`src/logic/scc_pkg.sv`:
```
`default_nettype none
package scc_pkg;

	// Clock rate and documented times
	localparam int CLK_MHZ = 250;
	localparam int T_SETTLE_US = 170;
	localparam int T_HOP_US = 11;
	localparam int T_RXTX_US = 16;
	localparam int T_TXRX_US = 32;
	localparam int T_CF_STEP_US = 8;
	localparam int T_CF_MAX_US = 270;
	localparam int T_DCU_US = 10;

	// Derived cycle counts
	localparam int SETTLE_CYC_DEF = T_SETTLE_US * CLK_MHZ;
	localparam int HOP_CYC = T_HOP_US * CLK_MHZ;
	localparam int RXTX_CYC = T_RXTX_US * CLK_MHZ;
	localparam int TXRX_CYC_DEF = T_TXRX_US * CLK_MHZ;
	localparam int CF_STEP_CYC = T_CF_STEP_US * CLK_MHZ;
	localparam int CF_MAX_STEPS = T_CF_MAX_US / T_CF_STEP_US;
	localparam int DCU_CYC = T_DCU_US * CLK_MHZ;

	// Timer and tuning widths
	localparam int TMR_W = 17;
	localparam int TUNE_W = 6;
	localparam int DCU_BIT_CYC = DCU_CYC / TUNE_W;
	localparam int FW = 14;
	typedef logic [TMR_W-1:0] scc_tmr_t;
	typedef logic [TUNE_W-1:0] scc_tune_t;
	typedef logic [FW-1:0] scc_freq_t;

	// Register addresses
	localparam logic [5:0] A_CHAN = 6'h08;
	localparam logic [5:0] A_FIDX = 6'h13;
	localparam logic [5:0] A_BAND = 6'h14;
	localparam logic [5:0] A_CF = 6'h1A;
	localparam logic [5:0] A_DCU = 6'h1B;

	// Fields and reset values
	localparam int CHAN_W = 5;
	localparam int BAND_W = 3;
	localparam int START_BIT = 7;
	localparam logic [CHAN_W-1:0] CHAN_RST = 5'h05;
	localparam logic [CHAN_W-1:0] CHAN_MAX = 5'h0A;
	localparam logic [7:0] IDX_RST = 8'h00;
	localparam logic [7:0] IDX_MAX_B4 = 8'h5E;
	localparam logic [7:0] IDX_MAX_B5 = 8'h66;
	localparam logic [BAND_W-1:0] BAND_CHAN = 3'h0;
	localparam logic [BAND_W-1:0] BAND_1 = 3'h1;
	localparam logic [BAND_W-1:0] BAND_2 = 3'h2;
	localparam logic [BAND_W-1:0] BAND_3 = 3'h3;
	localparam logic [BAND_W-1:0] BAND_4 = 3'h4;
	localparam logic [BAND_W-1:0] BAND_5 = 3'h5;
	localparam logic [BAND_W-1:0] BAND_6 = 3'h6;

	// Frequencies in 100 kHz units
	localparam scc_freq_t F_CH0 = 14'h21EB;
	localparam scc_freq_t F_CH1 = 14'h2364;
	localparam scc_freq_t F_CH_STEP = 14'h0014;
	localparam scc_freq_t F_B1 = 14'h1E0A;
	localparam scc_freq_t F_B2 = 14'h217A;
	localparam scc_freq_t F_B3 = 14'h2346;
	localparam scc_freq_t F_B4 = 14'h1E0A;
	localparam scc_freq_t F_B5 = 14'h208A;
	localparam scc_freq_t F_B6 = 14'h233C;
	localparam scc_freq_t F_COARSE = 14'h000A;
	localparam scc_freq_t F_RX_OFFS = 14'h000A;

	// Radio state reported by the transceiver state machine
	typedef enum logic [3:0] {
		RADIO_OFF = 4'h0,
		SYNTH_ON = 4'h1,
		LISTEN = 4'h2,
		LISTEN_AUTOACK = 4'h3,
		RECEIVING = 4'h4,
		RECEIVING_AUTOACK = 4'h5,
		SENDING = 4'h6,
		SENDING_RETRY = 4'h7,
		RETRY_TX_READY = 4'h8,
		OTHER_STATE = 4'h9
	} scc_trx_e;

	// Synthesizer control states
	typedef enum logic [4:0] {
		P_OFF = 5'h01,
		P_CAL = 5'h02,
		P_LOCK = 5'h04,
		P_SHIFT = 5'h08,
		P_LOST = 5'h10
	} scc_pll_e;

	typedef struct packed {
		logic wr;
		logic rd;
		logic [5:0] addr;
		logic [7:0] wdata;
	} scc_reg_req_s;

	typedef struct packed {
		logic lock;
		logic unlock;
	} scc_irq_s;

endpackage
`default_nettype wire

```
`src/logic/scc_synth_ctrl.sv`:
```
// Summary of operation
// - Band selector zero: carrier follows channel number, frequency index ignored.
// - Bands 1,2,3,6: base 769/857/903/902 MHz plus 0.1 MHz per index.
// - Band 4: 769 MHz plus 1 MHz per index up to 0x5E; band 5: 833 MHz, 0x66.
// - Channel 0 is 868.3 MHz; 1..10 are 906 plus 2 MHz steps; others reserved.
// - Channel field write sets channel; read returns the last value written, reserved values included.
// - Leaving radio off: enable, calibrate, settle 170 us, then lock.
// - Frequency change in synth-on or listen resettles in 11 us.
// - Receive runs 1 MHz low; shift up 16 us before send, back 32 us after.
// - Lock and unlock interrupts suppressed during both shift periods.
// - Both calibrations start on leaving radio off and on frequency change.
// - Centre calibration steps tuning by one per 8 us, 8 to 264 us total.
// - Delay calibration is 10 us approximation, independent of prior value.
// - Calibration not blocked in receive or transmit; host prefers synth-on.
// - Both calibrations may run at once.
// - Lock clears pending unlock; unlock clears pending lock.
// - Lock after power-up, after frequency change, after manual centre cal.
// - Unlock on manual centre cal start or frequency change when idle on.
// - Lock loss aborts sending to synth-on; receiving returns to listen on relock.
// - Return after successful send raises no lock during settling.
// - Band selector is three bits, 7 reserved; index is eight bits.
`timescale 1ns/1ps
`default_nettype none
module scc_synth_ctrl #(
	parameter int SETTLE_CYC = scc_pkg::SETTLE_CYC_DEF,
	parameter int TXRX_CYC = scc_pkg::TXRX_CYC_DEF
) (
	input wire logic mclk,
	input wire logic rst_b,
	input wire scc_pkg::scc_reg_req_s reg_req,
	output logic [7:0] reg_rdata,
	input wire scc_pkg::scc_trx_e trx_state,
	input wire logic tx_start,
	input wire logic tx_done,
	input wire logic lock_detect,
	input wire logic cf_cmp_up,
	input wire logic cf_cmp_hit,
	input wire logic dcu_cmp_long,
	input wire logic irq_clr,
	output logic pll_enable,
	output scc_pkg::scc_freq_t synth_freq,
	output logic tx_offset_on,
	output scc_pkg::scc_tune_t cf_tune,
	output scc_pkg::scc_tune_t dcu_tune,
	output logic cal_active,
	output var scc_pkg::scc_irq_s irq_flags,
	output logic trx_goto_req,
	output var scc_pkg::scc_trx_e trx_goto_state
);
	import scc_pkg::*;

	logic [CHAN_W-1:0] chan_ff, nxt_chan;
	logic [7:0] fidx_ff, nxt_fidx;
	logic [BAND_W-1:0] band_ff, nxt_band;
	logic [7:0] rdata_ff, nxt_rdata;
	logic cf_wr_start, dcu_wr_start;
	scc_freq_t carrier_calc, carrier_ff, nxt_carrier;
	logic calc_valid, freq_change;
	scc_pll_e st_ff, nxt_st;
	scc_tmr_t tmr_ff, nxt_tmr;
	logic tx_mode_ff, nxt_tx_mode;
	logic cf_go, dcu_go, set_lock, set_unlock;
	logic goto_ff, nxt_goto;
	scc_trx_e goto_st_ff, nxt_goto_st;
	scc_irq_s flags_ff, nxt_flags;
	scc_freq_t synth_ff, nxt_synth;
	logic cf_busy, cf_done, dcu_busy, pll_active, idle_on;
	scc_tune_t cf_val, dcu_val;

	// Register writes and read mux
	always_comb begin
		nxt_chan = chan_ff;
		nxt_fidx = fidx_ff;
		nxt_band = band_ff;
		nxt_rdata = rdata_ff;
		cf_wr_start = 1'b0;
		dcu_wr_start = 1'b0;
		if (reg_req.wr) begin
			unique case (reg_req.addr)
				A_CHAN: nxt_chan = reg_req.wdata[CHAN_W-1:0];
				A_FIDX: nxt_fidx = reg_req.wdata;
				A_BAND: nxt_band = reg_req.wdata[BAND_W-1:0];
				A_CF: cf_wr_start = reg_req.wdata[START_BIT];
				A_DCU: dcu_wr_start = reg_req.wdata[START_BIT];
				default: ;
			endcase
		end
		if (reg_req.rd) begin
			unique case (reg_req.addr)
				A_CHAN: nxt_rdata = {{(8-CHAN_W){1'b0}}, chan_ff};
				A_FIDX: nxt_rdata = fidx_ff;
				A_BAND: nxt_rdata = {{(8-BAND_W){1'b0}}, band_ff};
				A_CF: nxt_rdata = {cf_busy, 1'b0, cf_val};
				A_DCU: nxt_rdata = {dcu_busy, 1'b0, dcu_val};
				default: nxt_rdata = 8'h00;
			endcase
		end
	end

	// Carrier in 100 kHz units from band, index and channel
	always_comb begin
		carrier_calc = carrier_ff;
		calc_valid = 1'b1;
		unique case (band_ff)
			BAND_CHAN: begin
				if (chan_ff == '0) begin
					carrier_calc = F_CH0;
				end else if (chan_ff <= CHAN_MAX) begin
					carrier_calc = F_CH1 + F_CH_STEP
						* (FW'(chan_ff) - FW'(1));
				end else begin
					calc_valid = 1'b0;
				end
			end
			BAND_1: carrier_calc = F_B1 + FW'(fidx_ff);
			BAND_2: carrier_calc = F_B2 + FW'(fidx_ff);
			BAND_3: carrier_calc = F_B3 + FW'(fidx_ff);
			BAND_6: carrier_calc = F_B6 + FW'(fidx_ff);
			BAND_4: begin
				carrier_calc = F_B4 + F_COARSE * FW'(fidx_ff);
				calc_valid = (fidx_ff <= IDX_MAX_B4);
			end
			BAND_5: begin
				carrier_calc = F_B5 + F_COARSE * FW'(fidx_ff);
				calc_valid = (fidx_ff <= IDX_MAX_B5);
			end
			default: calc_valid = 1'b0;
		endcase
		freq_change = calc_valid && (carrier_calc != carrier_ff);
		nxt_carrier = freq_change ? carrier_calc : carrier_ff;
	end

	// Radio state classes
	assign pll_active = (trx_state != RADIO_OFF);
	assign idle_on = (trx_state == SYNTH_ON) || (trx_state == LISTEN)
		|| (trx_state == LISTEN_AUTOACK);

	// Synthesizer sequencing, calibration starts and lock events
	always_comb begin
		nxt_st = st_ff;
		nxt_tmr = (tmr_ff != '0) ? tmr_ff - 1'b1 : tmr_ff;
		nxt_tx_mode = tx_mode_ff;
		nxt_goto = 1'b0;
		nxt_goto_st = goto_st_ff;
		cf_go = cf_wr_start;
		dcu_go = dcu_wr_start;
		set_lock = 1'b0;
		set_unlock = 1'b0;
		if (!pll_active) begin
			nxt_st = P_OFF;
			nxt_tx_mode = 1'b0;
		end else begin
			unique case (st_ff)
				P_OFF: begin
					cf_go = 1'b1;
					dcu_go = 1'b1;
					nxt_tmr = TMR_W'(SETTLE_CYC);
					nxt_st = P_CAL;
				end
				P_CAL, P_LOCK, P_SHIFT, P_LOST: begin
					if (freq_change) begin
						cf_go = 1'b1;
						dcu_go = 1'b1;
						nxt_tmr = TMR_W'(HOP_CYC);
						set_unlock = idle_on && (st_ff != P_SHIFT);
						nxt_st = P_CAL;
					end else if (cf_wr_start) begin
						set_unlock = idle_on && (st_ff != P_SHIFT);
						nxt_st = P_CAL;
					end else if (st_ff == P_CAL) begin
						if ((tmr_ff == '0) && !cf_busy && !cf_go
							&& !dcu_busy && !dcu_go) begin
							set_lock = 1'b1;
							nxt_st = P_LOCK;
						end
					end else if (st_ff == P_SHIFT) begin
						if (tmr_ff == '0) begin
							nxt_st = P_LOCK;
						end
					end else if (st_ff == P_LOST) begin
						if (lock_detect) begin
							set_lock = 1'b1;
							nxt_st = P_LOCK;
							if (trx_state == RECEIVING) begin
								nxt_goto = 1'b1;
								nxt_goto_st = LISTEN;
							end else if (trx_state == RECEIVING_AUTOACK) begin
								nxt_goto = 1'b1;
								nxt_goto_st = LISTEN_AUTOACK;
							end
						end
					end else if (tx_start) begin
						nxt_tx_mode = 1'b1;
						nxt_tmr = TMR_W'(RXTX_CYC);
						nxt_st = P_SHIFT;
					end else if (tx_done) begin
						nxt_tx_mode = 1'b0;
						nxt_tmr = TMR_W'(TXRX_CYC);
						nxt_st = P_SHIFT;
					end else if (!lock_detect) begin
						set_unlock = 1'b1;
						nxt_st = P_LOST;
						if ((trx_state == SENDING)
							|| (trx_state == SENDING_RETRY)) begin
							nxt_goto = 1'b1;
							nxt_goto_st = SYNTH_ON;
							nxt_tx_mode = 1'b0;
						end
					end
				end
			endcase
		end
	end

	// Status flags, each event clears the other, set beats clear
	always_comb begin
		nxt_flags = flags_ff;
		if (irq_clr) begin
			nxt_flags = '0;
		end
		if (set_lock) begin
			nxt_flags.lock = 1'b1;
			nxt_flags.unlock = 1'b0;
		end else if (set_unlock) begin
			nxt_flags.unlock = 1'b1;
			nxt_flags.lock = 1'b0;
		end
	end

	// Synthesizer frequency, receive side runs 1 MHz low
	always_comb begin
		nxt_synth = tx_mode_ff ? carrier_ff : carrier_ff - F_RX_OFFS;
	end

	// Register stage for all groups
	always_ff @(posedge mclk or negedge rst_b) begin
		if (!rst_b) begin
			chan_ff <= CHAN_RST;
			fidx_ff <= IDX_RST;
			band_ff <= BAND_CHAN;
			rdata_ff <= 8'h00;
			carrier_ff <= F_CH1;
			st_ff <= P_OFF;
			tmr_ff <= '0;
			tx_mode_ff <= 1'b0;
			goto_ff <= 1'b0;
			goto_st_ff <= RADIO_OFF;
			flags_ff <= '0;
			synth_ff <= '0;
		end else begin
			chan_ff <= nxt_chan;
			fidx_ff <= nxt_fidx;
			band_ff <= nxt_band;
			rdata_ff <= nxt_rdata;
			carrier_ff <= nxt_carrier;
			st_ff <= nxt_st;
			tmr_ff <= nxt_tmr;
			tx_mode_ff <= nxt_tx_mode;
			goto_ff <= nxt_goto;
			goto_st_ff <= nxt_goto_st;
			flags_ff <= nxt_flags;
			synth_ff <= nxt_synth;
		end
	end

	// Centre frequency calibration engine
	scc_cf_cal u_cf (
		.mclk(mclk),
		.rst_b(rst_b),
		.start(cf_go),
		.cmp_up(cf_cmp_up),
		.cmp_hit(cf_cmp_hit),
		.busy(cf_busy),
		.done(cf_done),
		.cf_val(cf_val)
	);

	// Delay cell calibration engine
	scc_dcu_cal u_dcu (
		.mclk(mclk),
		.rst_b(rst_b),
		.start(dcu_go),
		.cmp_long(dcu_cmp_long),
		.busy(dcu_busy),
		.dcu_val(dcu_val)
	);

	// Outputs
	assign reg_rdata = rdata_ff;
	assign pll_enable = (st_ff != P_OFF);
	assign synth_freq = synth_ff;
	assign tx_offset_on = tx_mode_ff;
	assign cf_tune = cf_val;
	assign dcu_tune = dcu_val;
	assign cal_active = cf_busy || dcu_busy || cf_done;
	assign irq_flags = flags_ff;
	assign trx_goto_req = goto_ff;
	assign trx_goto_state = goto_st_ff;
endmodule // scc_synth_ctrl
`default_nettype wire

```
`src/logic/scc_cf_cal.sv`:
```
`timescale 1ns/1ps
`default_nettype none
module scc_cf_cal (
	input wire logic mclk,
	input wire logic rst_b,
	input wire logic start,
	input wire logic cmp_up,
	input wire logic cmp_hit,
	output logic busy,
	output logic done,
	output scc_pkg::scc_tune_t cf_val
);
	import scc_pkg::*;

	logic busy_ff, nxt_busy, done_ff, nxt_done;
	scc_tmr_t cnt_ff, nxt_cnt;
	logic [7:0] steps_ff, nxt_steps;
	scc_tune_t val_ff, nxt_val;

	// One step per interval, up or down, until hit or step limit
	always_comb begin
		nxt_busy = busy_ff;
		nxt_done = 1'b0;
		nxt_cnt = cnt_ff;
		nxt_steps = steps_ff;
		nxt_val = val_ff;
		if (start) begin
			nxt_busy = 1'b1;
			nxt_cnt = TMR_W'(CF_STEP_CYC - 1);
			nxt_steps = 8'h00;
		end else if (busy_ff) begin
			if (cnt_ff != '0) begin
				nxt_cnt = cnt_ff - 1'b1;
			end else begin
				nxt_steps = steps_ff + 8'h01;
				nxt_cnt = TMR_W'(CF_STEP_CYC - 1);
				if (cmp_hit || (nxt_steps >= 8'(CF_MAX_STEPS))) begin
					nxt_busy = 1'b0;
					nxt_done = 1'b1;
				end else if (cmp_up && (val_ff != '1)) begin
					nxt_val = val_ff + 1'b1;
				end else if (!cmp_up && (val_ff != '0)) begin
					nxt_val = val_ff - 1'b1;
				end
			end
		end
	end

	// State registers
	always_ff @(posedge mclk or negedge rst_b) begin
		if (!rst_b) begin
			busy_ff <= 1'b0;
			done_ff <= 1'b0;
			cnt_ff <= '0;
			steps_ff <= 8'h00;
			val_ff <= '0;
		end else begin
			busy_ff <= nxt_busy;
			done_ff <= nxt_done;
			cnt_ff <= nxt_cnt;
			steps_ff <= nxt_steps;
			val_ff <= nxt_val;
		end
	end

	assign busy = busy_ff;
	assign done = done_ff;
	assign cf_val = val_ff;
endmodule // scc_cf_cal
`default_nettype wire

```
`src/logic/scc_dcu_cal.sv`:
```
`timescale 1ns/1ps
`default_nettype none
module scc_dcu_cal (
	input wire logic mclk,
	input wire logic rst_b,
	input wire logic start,
	input wire logic cmp_long,
	output logic busy,
	output scc_pkg::scc_tune_t dcu_val
);
	import scc_pkg::*;

	logic busy_ff, nxt_busy;
	scc_tmr_t cnt_ff, nxt_cnt;
	scc_tune_t val_ff, nxt_val, trial_ff, nxt_trial;

	// Successive approximation from midscale, one bit per interval
	always_comb begin
		nxt_busy = busy_ff;
		nxt_cnt = cnt_ff;
		nxt_val = val_ff;
		nxt_trial = trial_ff;
		if (start) begin
			nxt_busy = 1'b1;
			nxt_trial = {1'b1, {(TUNE_W-1){1'b0}}};
			nxt_val = {1'b1, {(TUNE_W-1){1'b0}}};
			nxt_cnt = TMR_W'(DCU_BIT_CYC - 1);
		end else if (busy_ff) begin
			if (cnt_ff != '0) begin
				nxt_cnt = cnt_ff - 1'b1;
			end else begin
				nxt_cnt = TMR_W'(DCU_BIT_CYC - 1);
				nxt_trial = trial_ff >> 1;
				nxt_val = (cmp_long ? (val_ff & ~trial_ff) : val_ff)
					| nxt_trial;
				if (trial_ff[0]) begin
					nxt_busy = 1'b0;
				end
			end
		end
	end

	// State registers
	always_ff @(posedge mclk or negedge rst_b) begin
		if (!rst_b) begin
			busy_ff <= 1'b0;
			cnt_ff <= '0;
			val_ff <= '0;
			trial_ff <= '0;
		end else begin
			busy_ff <= nxt_busy;
			cnt_ff <= nxt_cnt;
			val_ff <= nxt_val;
			trial_ff <= nxt_trial;
		end
	end

	assign busy = busy_ff;
	assign dcu_val = val_ff;
endmodule // scc_dcu_cal
`default_nettype wire

```
`config.mk`:
```
export PLATFORM = sky130hd
export DESIGN_NAME = scc_synth_ctrl
export DESIGN_NICKNAME = d
export VERILOG_FILES = /design/src/logic/scc_pkg.sv /design/src/logic/scc_synth_ctrl.sv /design/src/logic/scc_cf_cal.sv /design/src/logic/scc_dcu_cal.sv
export SDC_FILE = /design/constraint.sdc
export NUM_CORES = 1
export LEC_CHECK = 0
export BUFFER_PORTS_ARGS = -buffer_cell sky130_fd_sc_hd__clkbuf_2
export CAP_MARGIN = 5
export CORE_ASPECT_RATIO = 0.7
export CORE_MARGIN = 4
export CORE_UTILIZATION = 40
export CTS_CLUSTER_SIZE = 20
export DETAILED_ROUTE_END_ITERATION = 8
export REMOVE_ABC_BUFFERS = 1
export SLEW_MARGIN = 40
export SYNTH_ARGS = -nofsm -noshare
export SYNTH_HDL_FRONTEND = slang
export SYNTH_SLANG_ARGS = --single-unit
```
`constraint.sdc`:
```
create_clock -name mclk -period 8.1 [get_ports mclk]
set_clock_uncertainty 0.15 [all_clocks]
set_input_delay 2.43 -clock mclk [delete_from_list [all_inputs] [get_ports mclk]]
set_output_delay 2.43 -clock mclk [all_outputs]
set_load 0.01 [all_outputs]
```
After elaboration in Yosys (flattened, before gate mapping)
Index checks and enable logic that the tools add are counted.

Bits in registers: 145. Bits in latches: 0. Memory bits (writable): 0. Bits in read-only memories: 0. Input bits: 29. Word-level logic and storage cells: 268. Memories kept: 0.

Add/sub/neg operators: 15. Multiply operators: 2. Div/mod/pow operators: 0. Order comparisons: 4. Equal/unequal tests: 46. Shifts and indexed selects: 0. Muxes and demuxes: 126. Bitwise gates (word level): 10. Reductions and logical operators: 43.

Operators with widths (number): $mux 17 (15); $pmux 14 s7 (1); $mux 1 (66); $mux 5 (12); $mux 6 (9); $reduce_bool 17->1 (3); $sub 17x1->17 const B (3); $add 14x8->14 const A (3); $mux 14 (3); $pmux 8 s5 (1); $pmux 17 s2 (1); $mux 4 (8); $eq 6x5->1 const B (4); $mux 8 (3); $logic_not 17->1 (1); $eq 4x3->1 const B (4); $le 8x7->1 const B (2); $ne 2x2->1 const B (8); $add 13x12->14 const A (1); $add 13x8->14 const A (1); $add 14x12->14 const A (1); $add 14x14->14 const A (1); $mul 3x14->12 const A (1); $ne 14x14->1 (1); other kinds (52) (93).

Logic depth before layout (Yosys ltp)
Gate-level depths: netlist of run 1.

Depth after elaboration: 14. Depth in mapped cells: 24. Gate-level depth less buffers: 21.

By module
A second synthesis of run 1 with hierarchy kept.

Cells, all modules: 1163. Area, all modules: 10452.5 µm².

Modules (own cells, without submodules): scc_synth_ctrl (instances 1, cells each 804, area each 6935.4 µm², sequential area each 2013.2 µm²); scc_cf_cal (instances 1, cells each 208, area each 2009.4 µm², sequential area each 825.8 µm²); scc_dcu_cal (instances 1, cells each 151, area each 1507.7 µm², sequential area each 750.7 µm²).

Worst setup path after synthesis of run 1
OpenSTA, ideal clock, no wires.

Kind: flip-flop to flip-flop. From: register chan_ff[0]. To: register u_cf.val_ff[4], in the netlist u_cf.cf_val[4]. Data arrival time: 5170 ps. Required time: 7825 ps. Path slack: 2655 ps. Stages on the path, launching flop included: 23. Buffers on the path: 2. Clock period less this slack: 5445 ps. Path through: dfstp_2 > buf_2 > inv_1 > ha_1 > nor3b_2 > xor2_1 > ha_1 > fa_1 > a21o_1 > a21o_1 > ha_1 > nand2b_1 > a21oi_1 > o22ai_1 > o21a_1 > o221ai_1 > nor3_1 > a221oi_1 > nand4_2 > o31ai_4 > and4_1 > buf_4 > mux2_2.

Longest elaborated chain between the ends: 13. Elaborated cells between the ends (all ways): 18. Classes of those cells: 2 x add/sub; 1 x mul; 1 x order compare; 1 x eq/ne; 9 x mux; 1 x bitwise; 3 x reduce/logical.

RTL lines: start, declared (RTL line scc_synth_ctrl.sv:52) `logic [CHAN_W-1:0] chan_ff, nxt_chan;`; start signal, assigned (RTL line scc_synth_ctrl.sv:251) `chan_ff <= nxt_chan;`; $sub 5x1->6 (RTL line scc_synth_ctrl.sv:110) `* (FW'(chan_ff) - FW'(1));`; $mul 3x14->12 (RTL line scc_synth_ctrl.sv:110); $add 14x14->14 (RTL line scc_synth_ctrl.sv:109) `carrier_calc = F_CH1 + F_CH_STEP`; $mux 14 (RTL line scc_synth_ctrl.sv:108) `end else if (chan_ff <= CHAN_MAX) begin`; $mux 14 (RTL line scc_synth_ctrl.sv:106) `if (chan_ff == '0) begin`; $pmux 14 s7 (RTL line scc_synth_ctrl.sv:104) `unique case (band_ff)`; $ne 14x14->1 (RTL line scc_synth_ctrl.sv:129) `freq_change = calc_valid && (carrier_calc != carrier_ff);`; $logic_and 1x1->1 * (RTL line scc_synth_ctrl.sv:129); $mux 1 * (RTL line scc_synth_ctrl.sv:161) `if (freq_change) begin`; $pmux 1 s2 * (RTL line scc_synth_ctrl.sv:153) `unique case (st_ff)`; $mux 1 * (RTL line scc_synth_ctrl.sv:149) `if (!pll_active) begin`; $not 1->1 (no source line) *; $reduce_and 5->1 (no source line) *; end signal, assigned (RTL line scc_cf_cal.sv:62) `val_ff <= nxt_val;`; end, declared (RTL line scc_cf_cal.sv:18) `scc_tune_t val_ff, nxt_val;`.

Mark *: on every way between the ends. The rest lies on a longest branch, timed or not. A chain may end at the register's enable or synchronous reset.

Worst setup path in the final report of run 1
From: register chan_ff[0]. To: register u_dcu.cnt_ff[7].

Longest elaborated chain between the ends: 12. Elaborated cells between the ends (all ways): 18. Classes of those cells: 2 x add/sub; 1 x mul; 1 x order compare; 1 x eq/ne; 10 x mux; 3 x reduce/logical.

RTL lines: $sub 5x1->6 (RTL line scc_synth_ctrl.sv:110); $mul 3x14->12 (RTL line scc_synth_ctrl.sv:110); $add 14x14->14 (RTL line scc_synth_ctrl.sv:109); $mux 14 (RTL line scc_synth_ctrl.sv:108); $mux 14 (RTL line scc_synth_ctrl.sv:106); $pmux 14 s7 (RTL line scc_synth_ctrl.sv:104); $ne 14x14->1 (RTL line scc_synth_ctrl.sv:129); $logic_and 1x1->1 * (RTL line scc_synth_ctrl.sv:129); $mux 1 * (RTL line scc_synth_ctrl.sv:161); $pmux 1 s2 * (RTL line scc_synth_ctrl.sv:153); $mux 1 * (RTL line scc_synth_ctrl.sv:149); $mux 17 / $reduce_bool 2->1 (equally long branches); end signal, assigned (RTL line scc_dcu_cal.sv:52) `cnt_ff <= nxt_cnt;`; end, declared (RTL line scc_dcu_cal.sv:14) `scc_tmr_t cnt_ff, nxt_cnt;`.

Marked as above.

==> flow_summary.ini, run 1 <==
[power]
p_leak_nw = 4.54
peakVddDrop_mv = 0.185
power.density_mw_per_mm2 = 259

[route]
post_drt_wl_per_cell_um = 18.0
dr_total_vias = 8864
wirelength_um = 27500
dr.pass1.iters = 5
ant_nets = 0
route.detailed.drc = 0
viasPerCell = 5.79
drtIter0Drc = 923

[floorplanning]
initial_utilization = 0.406
coreArea_sq_mm = 0.0247
ios = 73
dieArea_sq_mm = 0.0277
row_count = 48
die_w_um = 197
die_h_um = 140

[clocking]
cts_root_buf = clkbuf_16
cts_setup_buffers = 0
cts.htree.levels = 4
cts.clk_slew.worst_paths_ps = 60
clockBufferDepth = 2
cts_resized = 0
cts_buffers = 17
ctsHoldBuffers = 0
cts_tree = built
cts.sinks = 143
clk_latency_ps = 420

[sta]
max_slew_margin = 0.456
fmax_mhz = 156
min_period_ps = 6430
report.final.slew_viol_count = 0
final.setup.tns_ps = 0
worst_slack_ps = 1670
rsz0062_at_grt = no
tightest_slew_ps = 805
min_period_over_period = 0.794
hold_viol = 0
finalSetupViolCount = 0

[logic_synthesis]
synth_area_leaders = dfrtp_1 33%, ha_1 5.2%, nand2_1 4.5%
syn_area_per_cell_sq_um = 8.76
synth_largest_area_cell = dfrtp_1
syn-cell-area_sq_mm = 0.0100
yosysUniqueCellTypes = 100
synth-main-ff-cell = dfrtp_1
ys_ff_latch = 143
yosys.area.top_type_share = 0.334
synthCells = 1145
ys_async_sr_fraction = 1.00
yosysWarnings = 0
synth-seq-area-share = 0.358
synth_edf_count = 0

[cells_and_area]
fin_area_sq_mm = 0.0111
fillers = 2427
ff_latch_area_sq_mm = 0.00359
final_common_cell = dfrtp_1
finalNetCount = 1269
area_growth_pct = 11.2
antenna_cells = 0
drive_gt1_frac = 0.148
multi_input_area_sq_mm = 0.00601
most-common-layout-cells = 133 x dfrtp_1, 120 x nand2_1, 113 x nor2_1, 69 x clkbuf_2, 66 x a21oi_1

[setup_path]
max_stage_delay_ps = 480
cp.required_ps = 8230
cp_slowest_cell = fa_1
cp_top_family = compound AO/OA/AOI/OAI gates
arrival_ps = 6560
crit_type = reg2reg
crit_buf_inv = 2
crit_fanout = 17
crit_path_frequent_cell = ha_1
path_cells = inv_1 > ha_1 > nor3b_2 > xor2_1 > ha_1 > fa_1 > a21o_1 > a21o_1 > ha_1 > nand2b_1 > a21oi_1 > o22ai_1 > o21a_1 > o221ai_1 > nor3_1 > a221oi_1 > nand4_2 > o31ai_4 > buf_4 > nand2_1 > nor2_1 > nand3_1
start_kind = flip-flop
endpoint_kind = flip-flop

[run]
drv_cap = 0

[placed_design]
place.port_buffers = 70
post_dp_cell_area_sq_mm = 0.0106
place_ws_ps = 1730
detailed_place_hpwl_um = 20800
place.gp.congestion = 0.976

[global_routing]
grt_use_total = 0.200
first_global_vias = 8074
grt_max_degree = 89
grt_pass1_wl_um = 45200
antenna_found_initial = 0
grt_remaining_overflow = 0

[hold_path]
min_path_type = reg2reg

[status]
outcome = finished clean
-- worst register-to-register path, stage by stage, from the launching register on --
cell and delay (ps):
dfstp_2 410, inv_1 140, ha_1 300, nor3b_2 390, xor2_1 290, ha_1 310
fa_1 480, a21o_1 180, a21o_1 190, ha_1 330, nand2b_1 150, a21oi_1 180
o22ai_1 210, o21a_1 230, o221ai_1 230, nor3_1 90, a221oi_1 360, nand4_2 220
o31ai_4 250, buf_4 250, nand2_1 370, nor2_1 440, nand3_1 110
-- logic make-up (layout without fill, tap and decap cells) --
group / after synthesis / after routing / synth area share
and+or+nand+nor: 455 / 455 / 0.230
AOI/OAI and AO/OA: 283 / 283 / 0.194
DFF: 143 / 143 / 0.358
buffers and inverters: 97 / 156 / 0.0438
xor gates and xnor gates: 85 / 85 / 0.0764
adders and majority gates: 47 / 47 / 0.0604
muxes: 34 / 34 / 0.0372
other: 1 / 2 / 0.000374
-- state kept, by name, summed over array words and instances (netlist names), 2 cells and up --
| register | cells |
|---|---|
| band_ff | 3 |
| carrier_ff | 14 |
| chan_ff | 5 |
| fidx_ff | 8 |
| irq_flags | 2 |
| reg_rdata | 8 |
| st_ff | 5 |
| synth_freq | 14 |
| tmr_ff | 17 |
| trx_goto_state | 2 |
| u_cf.cf_val | 6 |
| u_cf.cnt_ff | 17 |
| u_cf.steps_ff | 8 |
| u_dcu.cnt_ff | 17 |
| u_dcu.dcu_val | 6 |
| u_dcu.trial_ff | 6 |
-- layout make-up --
type / count / area share
Multi-Input combinational cell: 906 / 0.539
Sequential cell: 143 / 0.322
Clock buffer: 24 / 0.0432
Timing Repair Buffer: 82 / 0.0403
Tap cell: 325 / 0.0365
Inverter: 45 / 0.0153
Clock inverter: 5 / 0.00314
-- layer usage --
metal,global-route usage,wire (um),vias to the layer above
met1,0.344,14800,4235
met3,0.0515,2300,20
met2,0.241,10200,329
met4,0.0346,202,0
met5,0,0,-
li1,-,-,4280
-- final timing paths --
| kind | startpoint | cells after the start | slack [ps] | end |
|---|---|---|---|---|
| min in group asynchronous | rst_b | 1 | 1900 | synth_freq[8] |
| worst max-delay path | chan_ff[0] | 22 | 1670 | u_dcu.cnt_ff[7] |
| worst min-delay path | trx_goto_state[1] | 1 | 350 | trx_goto_state[1] |
| worst max register to register | chan_ff[0] | 22 | 1670 | u_dcu.cnt_ff[7] |
| max in group asynchronous | rst_b | 2 | 4680 | u_cf.cf_val[4] |
| worst min register to register | trx_goto_state[1] | 1 | 350 | trx_goto_state[1] |
-- where the power goes --
| group | switching [mW] | internal, mW |
|---|---|---|
| Combinational | 0.740 | 0.496 |
| Clock | 0.287 | 0.409 |
| Sequential | 0.128 | 0.822 |
-- per-stage QoR --
stage | total power [mW] | util | instances | hold WS, ps
after floorplan | 1.80 | - | 1094 | 237
after global placement | 2.16 | 0.430 | 1501 | 339
after detailed placement | 2.17 | 0.430 | 1501 | 340
after CTS | 2.87 | 0.451 | 1530 | 352
after global routing | 3.06 | 0.452 | 1530 | 374
final | 2.88 | 0.452 | 1530 | 348
-- Yosys cell counts, types with 5 or more instances --
library cell / n
dfstp_2: 9
o2111ai_1: 6
and3_1: 9
o22ai_1: 12
ha_1: 42
nor2_1: 113
a31oi_1: 5
o21ai_1: 9
buf_4: 8
or4_1: 10
a211oi_1: 13
o31ai_1: 8
mux2i_1: 8
o211ai_1: 7
o221ai_1: 5
o21ai_0: 60
nor3_1: 45
inv_1: 42
a21oi_1: 66
nand2b_1: 20
dfrtp_1: 134
o21a_1: 7
mux2_2: 24
clkbuf_1: 22
buf_2: 17
nand3_1: 35
or3_1: 19
nand4_1: 13
xnor2_1: 48
a21o_1: 17
xor2_1: 35
a221oi_1: 6
nor2b_1: 7
nor4_1: 18
nand2_1: 120
Power figures use the tool's default switching activity.
==> inputs of run 2 (changes only) <==
==> constraint.sdc (replaced) <==
create_clock -name mclk -period 6.5 [get_ports mclk]
set_clock_uncertainty 0.15 [all_clocks]
set_input_delay 1.95 -clock mclk [delete_from_list [all_inputs] [get_ports mclk]]
set_output_delay 1.95 -clock mclk [all_outputs]
set_load 0.01 [all_outputs]
==> run 2 against run 1 <==
Core utilization grew 0.75 points. Flip-flop and latch count unchanged. Via count grew 0.12%. Critical path depth is 1 lower. Sequential share of layout area fell by 0.52 points. Sequential power increased by 25%. Combinational power rose by 26%. First-iteration DRC count is 7.3% higher. Cell area increased by 1.7%. Critical endpoint is now u_cf.cf_val[1]. Largest cell class unchanged.
==> flow_summary.ini, run 2 (synthesized netlist as in run 1, its figures left out) <==
[sta]
finalSetupViolCount = 0
min_period_over_period = 0.941
final.setup.tns_ps = 0
max_slew_margin = 0.400
hold_viol = 0
fmax_mhz = 164
rsz0062_at_grt = no
whs_ps = 350
min_period_ps = 6110
tightest_slew_ps = 891
report.final.slew_viol_count = 0

[floorplanning]
dieArea_sq_mm = 0.0277
die_w_um = 197
die_h_um = 140
row_count = 48
ios = 73
initial_utilization = 0.406
coreArea_sq_mm = 0.0247

[global_routing]
antenna_found_initial = 0
grt_use_total = 0.201
grt_remaining_overflow = 0
grt_max_degree = 74
first_global_vias = 8069
grt_pass1_wl_um = 45100

[hold_path]
min_path_type = reg2reg

[setup_path]
path_cells = inv_1 > ha_1 > nor3b_4 > xor2_1 > ha_1 > fa_1 > a21o_1 > a21o_1 > ha_1 > nand2b_1 > a21oi_1 > o22ai_1 > o21a_1 > o221ai_1 > nor3_1 > a221oi_1 > nand4_2 > o31ai_4 > buf_4 > and4_2 > mux2_1
max_stage_delay_ps = 630
cp_top_family = compound AO/OA/AOI/OAI gates
start_kind = flip-flop
crit_fanout = 8
endpoint_kind = flip-flop
crit_path_frequent_cell = ha_1
crit_buf_inv = 2
crit_type = reg2reg
cp_slowest_cell = dfstp_2
arrival_ps = 6270
cp.required_ps = 6660

[power]
power.density_mw_per_mm2 = 333
power_mw = 3.78
p_leak_nw = 4.64
peakVddDrop_mv = 0.313

[clocking]
clockBufferDepth = 2
cts.sinks = 143
cts_root_buf = clkbuf_16
cts.clk_slew.worst_paths_ps = 60
clk_latency_ps = 430
cts_tree = built
cts.htree.levels = 4
cts_buffers = 17

[cells_and_area]
top_regs = tmr_ff x17, u_cf.cnt_ff x17, u_dcu.cnt_ff x17
drive_gt1_frac = 0.161
stdcell_count = 1541
final_common_cell = dfrtp_1
fillers = 2379
fin_area_sq_mm = 0.0113
area_growth_pct = 13.0
most-common-layout-cells = 132 x dfrtp_1, 120 x nand2_1, 113 x nor2_1, 69 x clkbuf_2, 66 x a21oi_1
antenna_cells = 0
finalNetCount = 1277

[placed_design]
detailed_place_hpwl_um = 21100
placed_cells = 1507
place.gp.congestion = 0.960
place.port_buffers = 70
post_dp_cell_area_sq_mm = 0.0107

[route]
ant_nets = 0
route.detailed.drc = 0
drtIter0Drc = 990
wirelength_um = 28100
viasPerCell = 5.76
post_drt_wl_per_cell_um = 18.2
dr.pass1.iters = 8
dr_total_vias = 8875

[run]
drv_cap = 0

[status]
outcome = finished clean
==> run 2: cell types whose count changed in the layout (fill, tap and decap cells not counted), moves of 2 or more <==
cell        delta
buf_4          +8
bufinv_16      +4
clkbuf_1       -2
clkbuf_8       -4
clkinv_4       +4
clkinvlp_4     -2
==> run 2: path summary, 6_finish.rpt <==
path                            slack [ps]              start  cells past startpoint           endpoint
max in group asynchronous             3830              rst_b                      2         chan_ff[0]
worst min-delay path                   350  trx_goto_state[1]                      1  trx_goto_state[1]
min in group asynchronous             1350              rst_b                      1      synth_freq[8]
worst max register to register         390         chan_ff[0]                     21     u_cf.cf_val[1]
worst min register to register         350  trx_goto_state[1]                      1  trx_goto_state[1]
worst max-delay path                   390         chan_ff[0]                     21     u_cf.cf_val[1]
==> run 2: through the flow <==
| step | setup WS (ps) | util |
|---|---|---|
| global route | 5.08 | 0.459 |
| finish | 386 | 0.459 |
| CTS | 287 | 0.457 |
| global placement | 507 | 0.432 |
| floorplan | 797 | - |
| detailed placement | 338 | 0.432 |
==> run 2: final cells by class <==
type | instances | area (sq um) | share of cell area
clock inverter | 13 | 189 | 0.0167
multi-input combinational | 906 | 6030 | 0.532
timing repair buffer | 90 | 507 | 0.0447
sequential | 143 | 3590 | 0.317
clock buffer | 19 | 433 | 0.0382
tap | 325 | 407 | 0.0359
inverter | 45 | 170 | 0.0150
==> run 2: worst reg2reg max path: cells and delay by family, from the launching register on <==
family | cells | cell delay [ps]
adders and majority gates | 4 | 1420
and+or+nand+nor | 5 | 1020
muxes | 1 | 350
buffers and inverters | 2 | 320
xor gates and xnor gates | 1 | 260
AOI/OAI and AO/OA | 8 | 1840
DFF | 1 | 630
==> run 2: per-layer routing <==
layer / up-vias / GRT usage / wire (um)
li1: 4301 / - / -
met4: 0 / 0.0372 / 229
met1: 4227 / 0.336 / 14900
met2: 319 / 0.255 / 10700
met5: - / 0 / 0
met3: 28 / 0.0500 / 2200
==> run 2: where the power goes <==
group          internal [mW]  switching [mW]  leakage [nW]  total, mW
sequential              1.02           0.162          1.76       1.19
combinational          0.629           0.927          2.59       1.56
clock                  0.644           0.391         0.298       1.03
==> run 2: what timing repair did <==
item                                    CTS  global route
endpoints found under the setup margin    0            23
hold buffers                              0             0
hold endpoints to repair                  0             0
buffers inserted                          0             2
gates resized for setup                   0             3
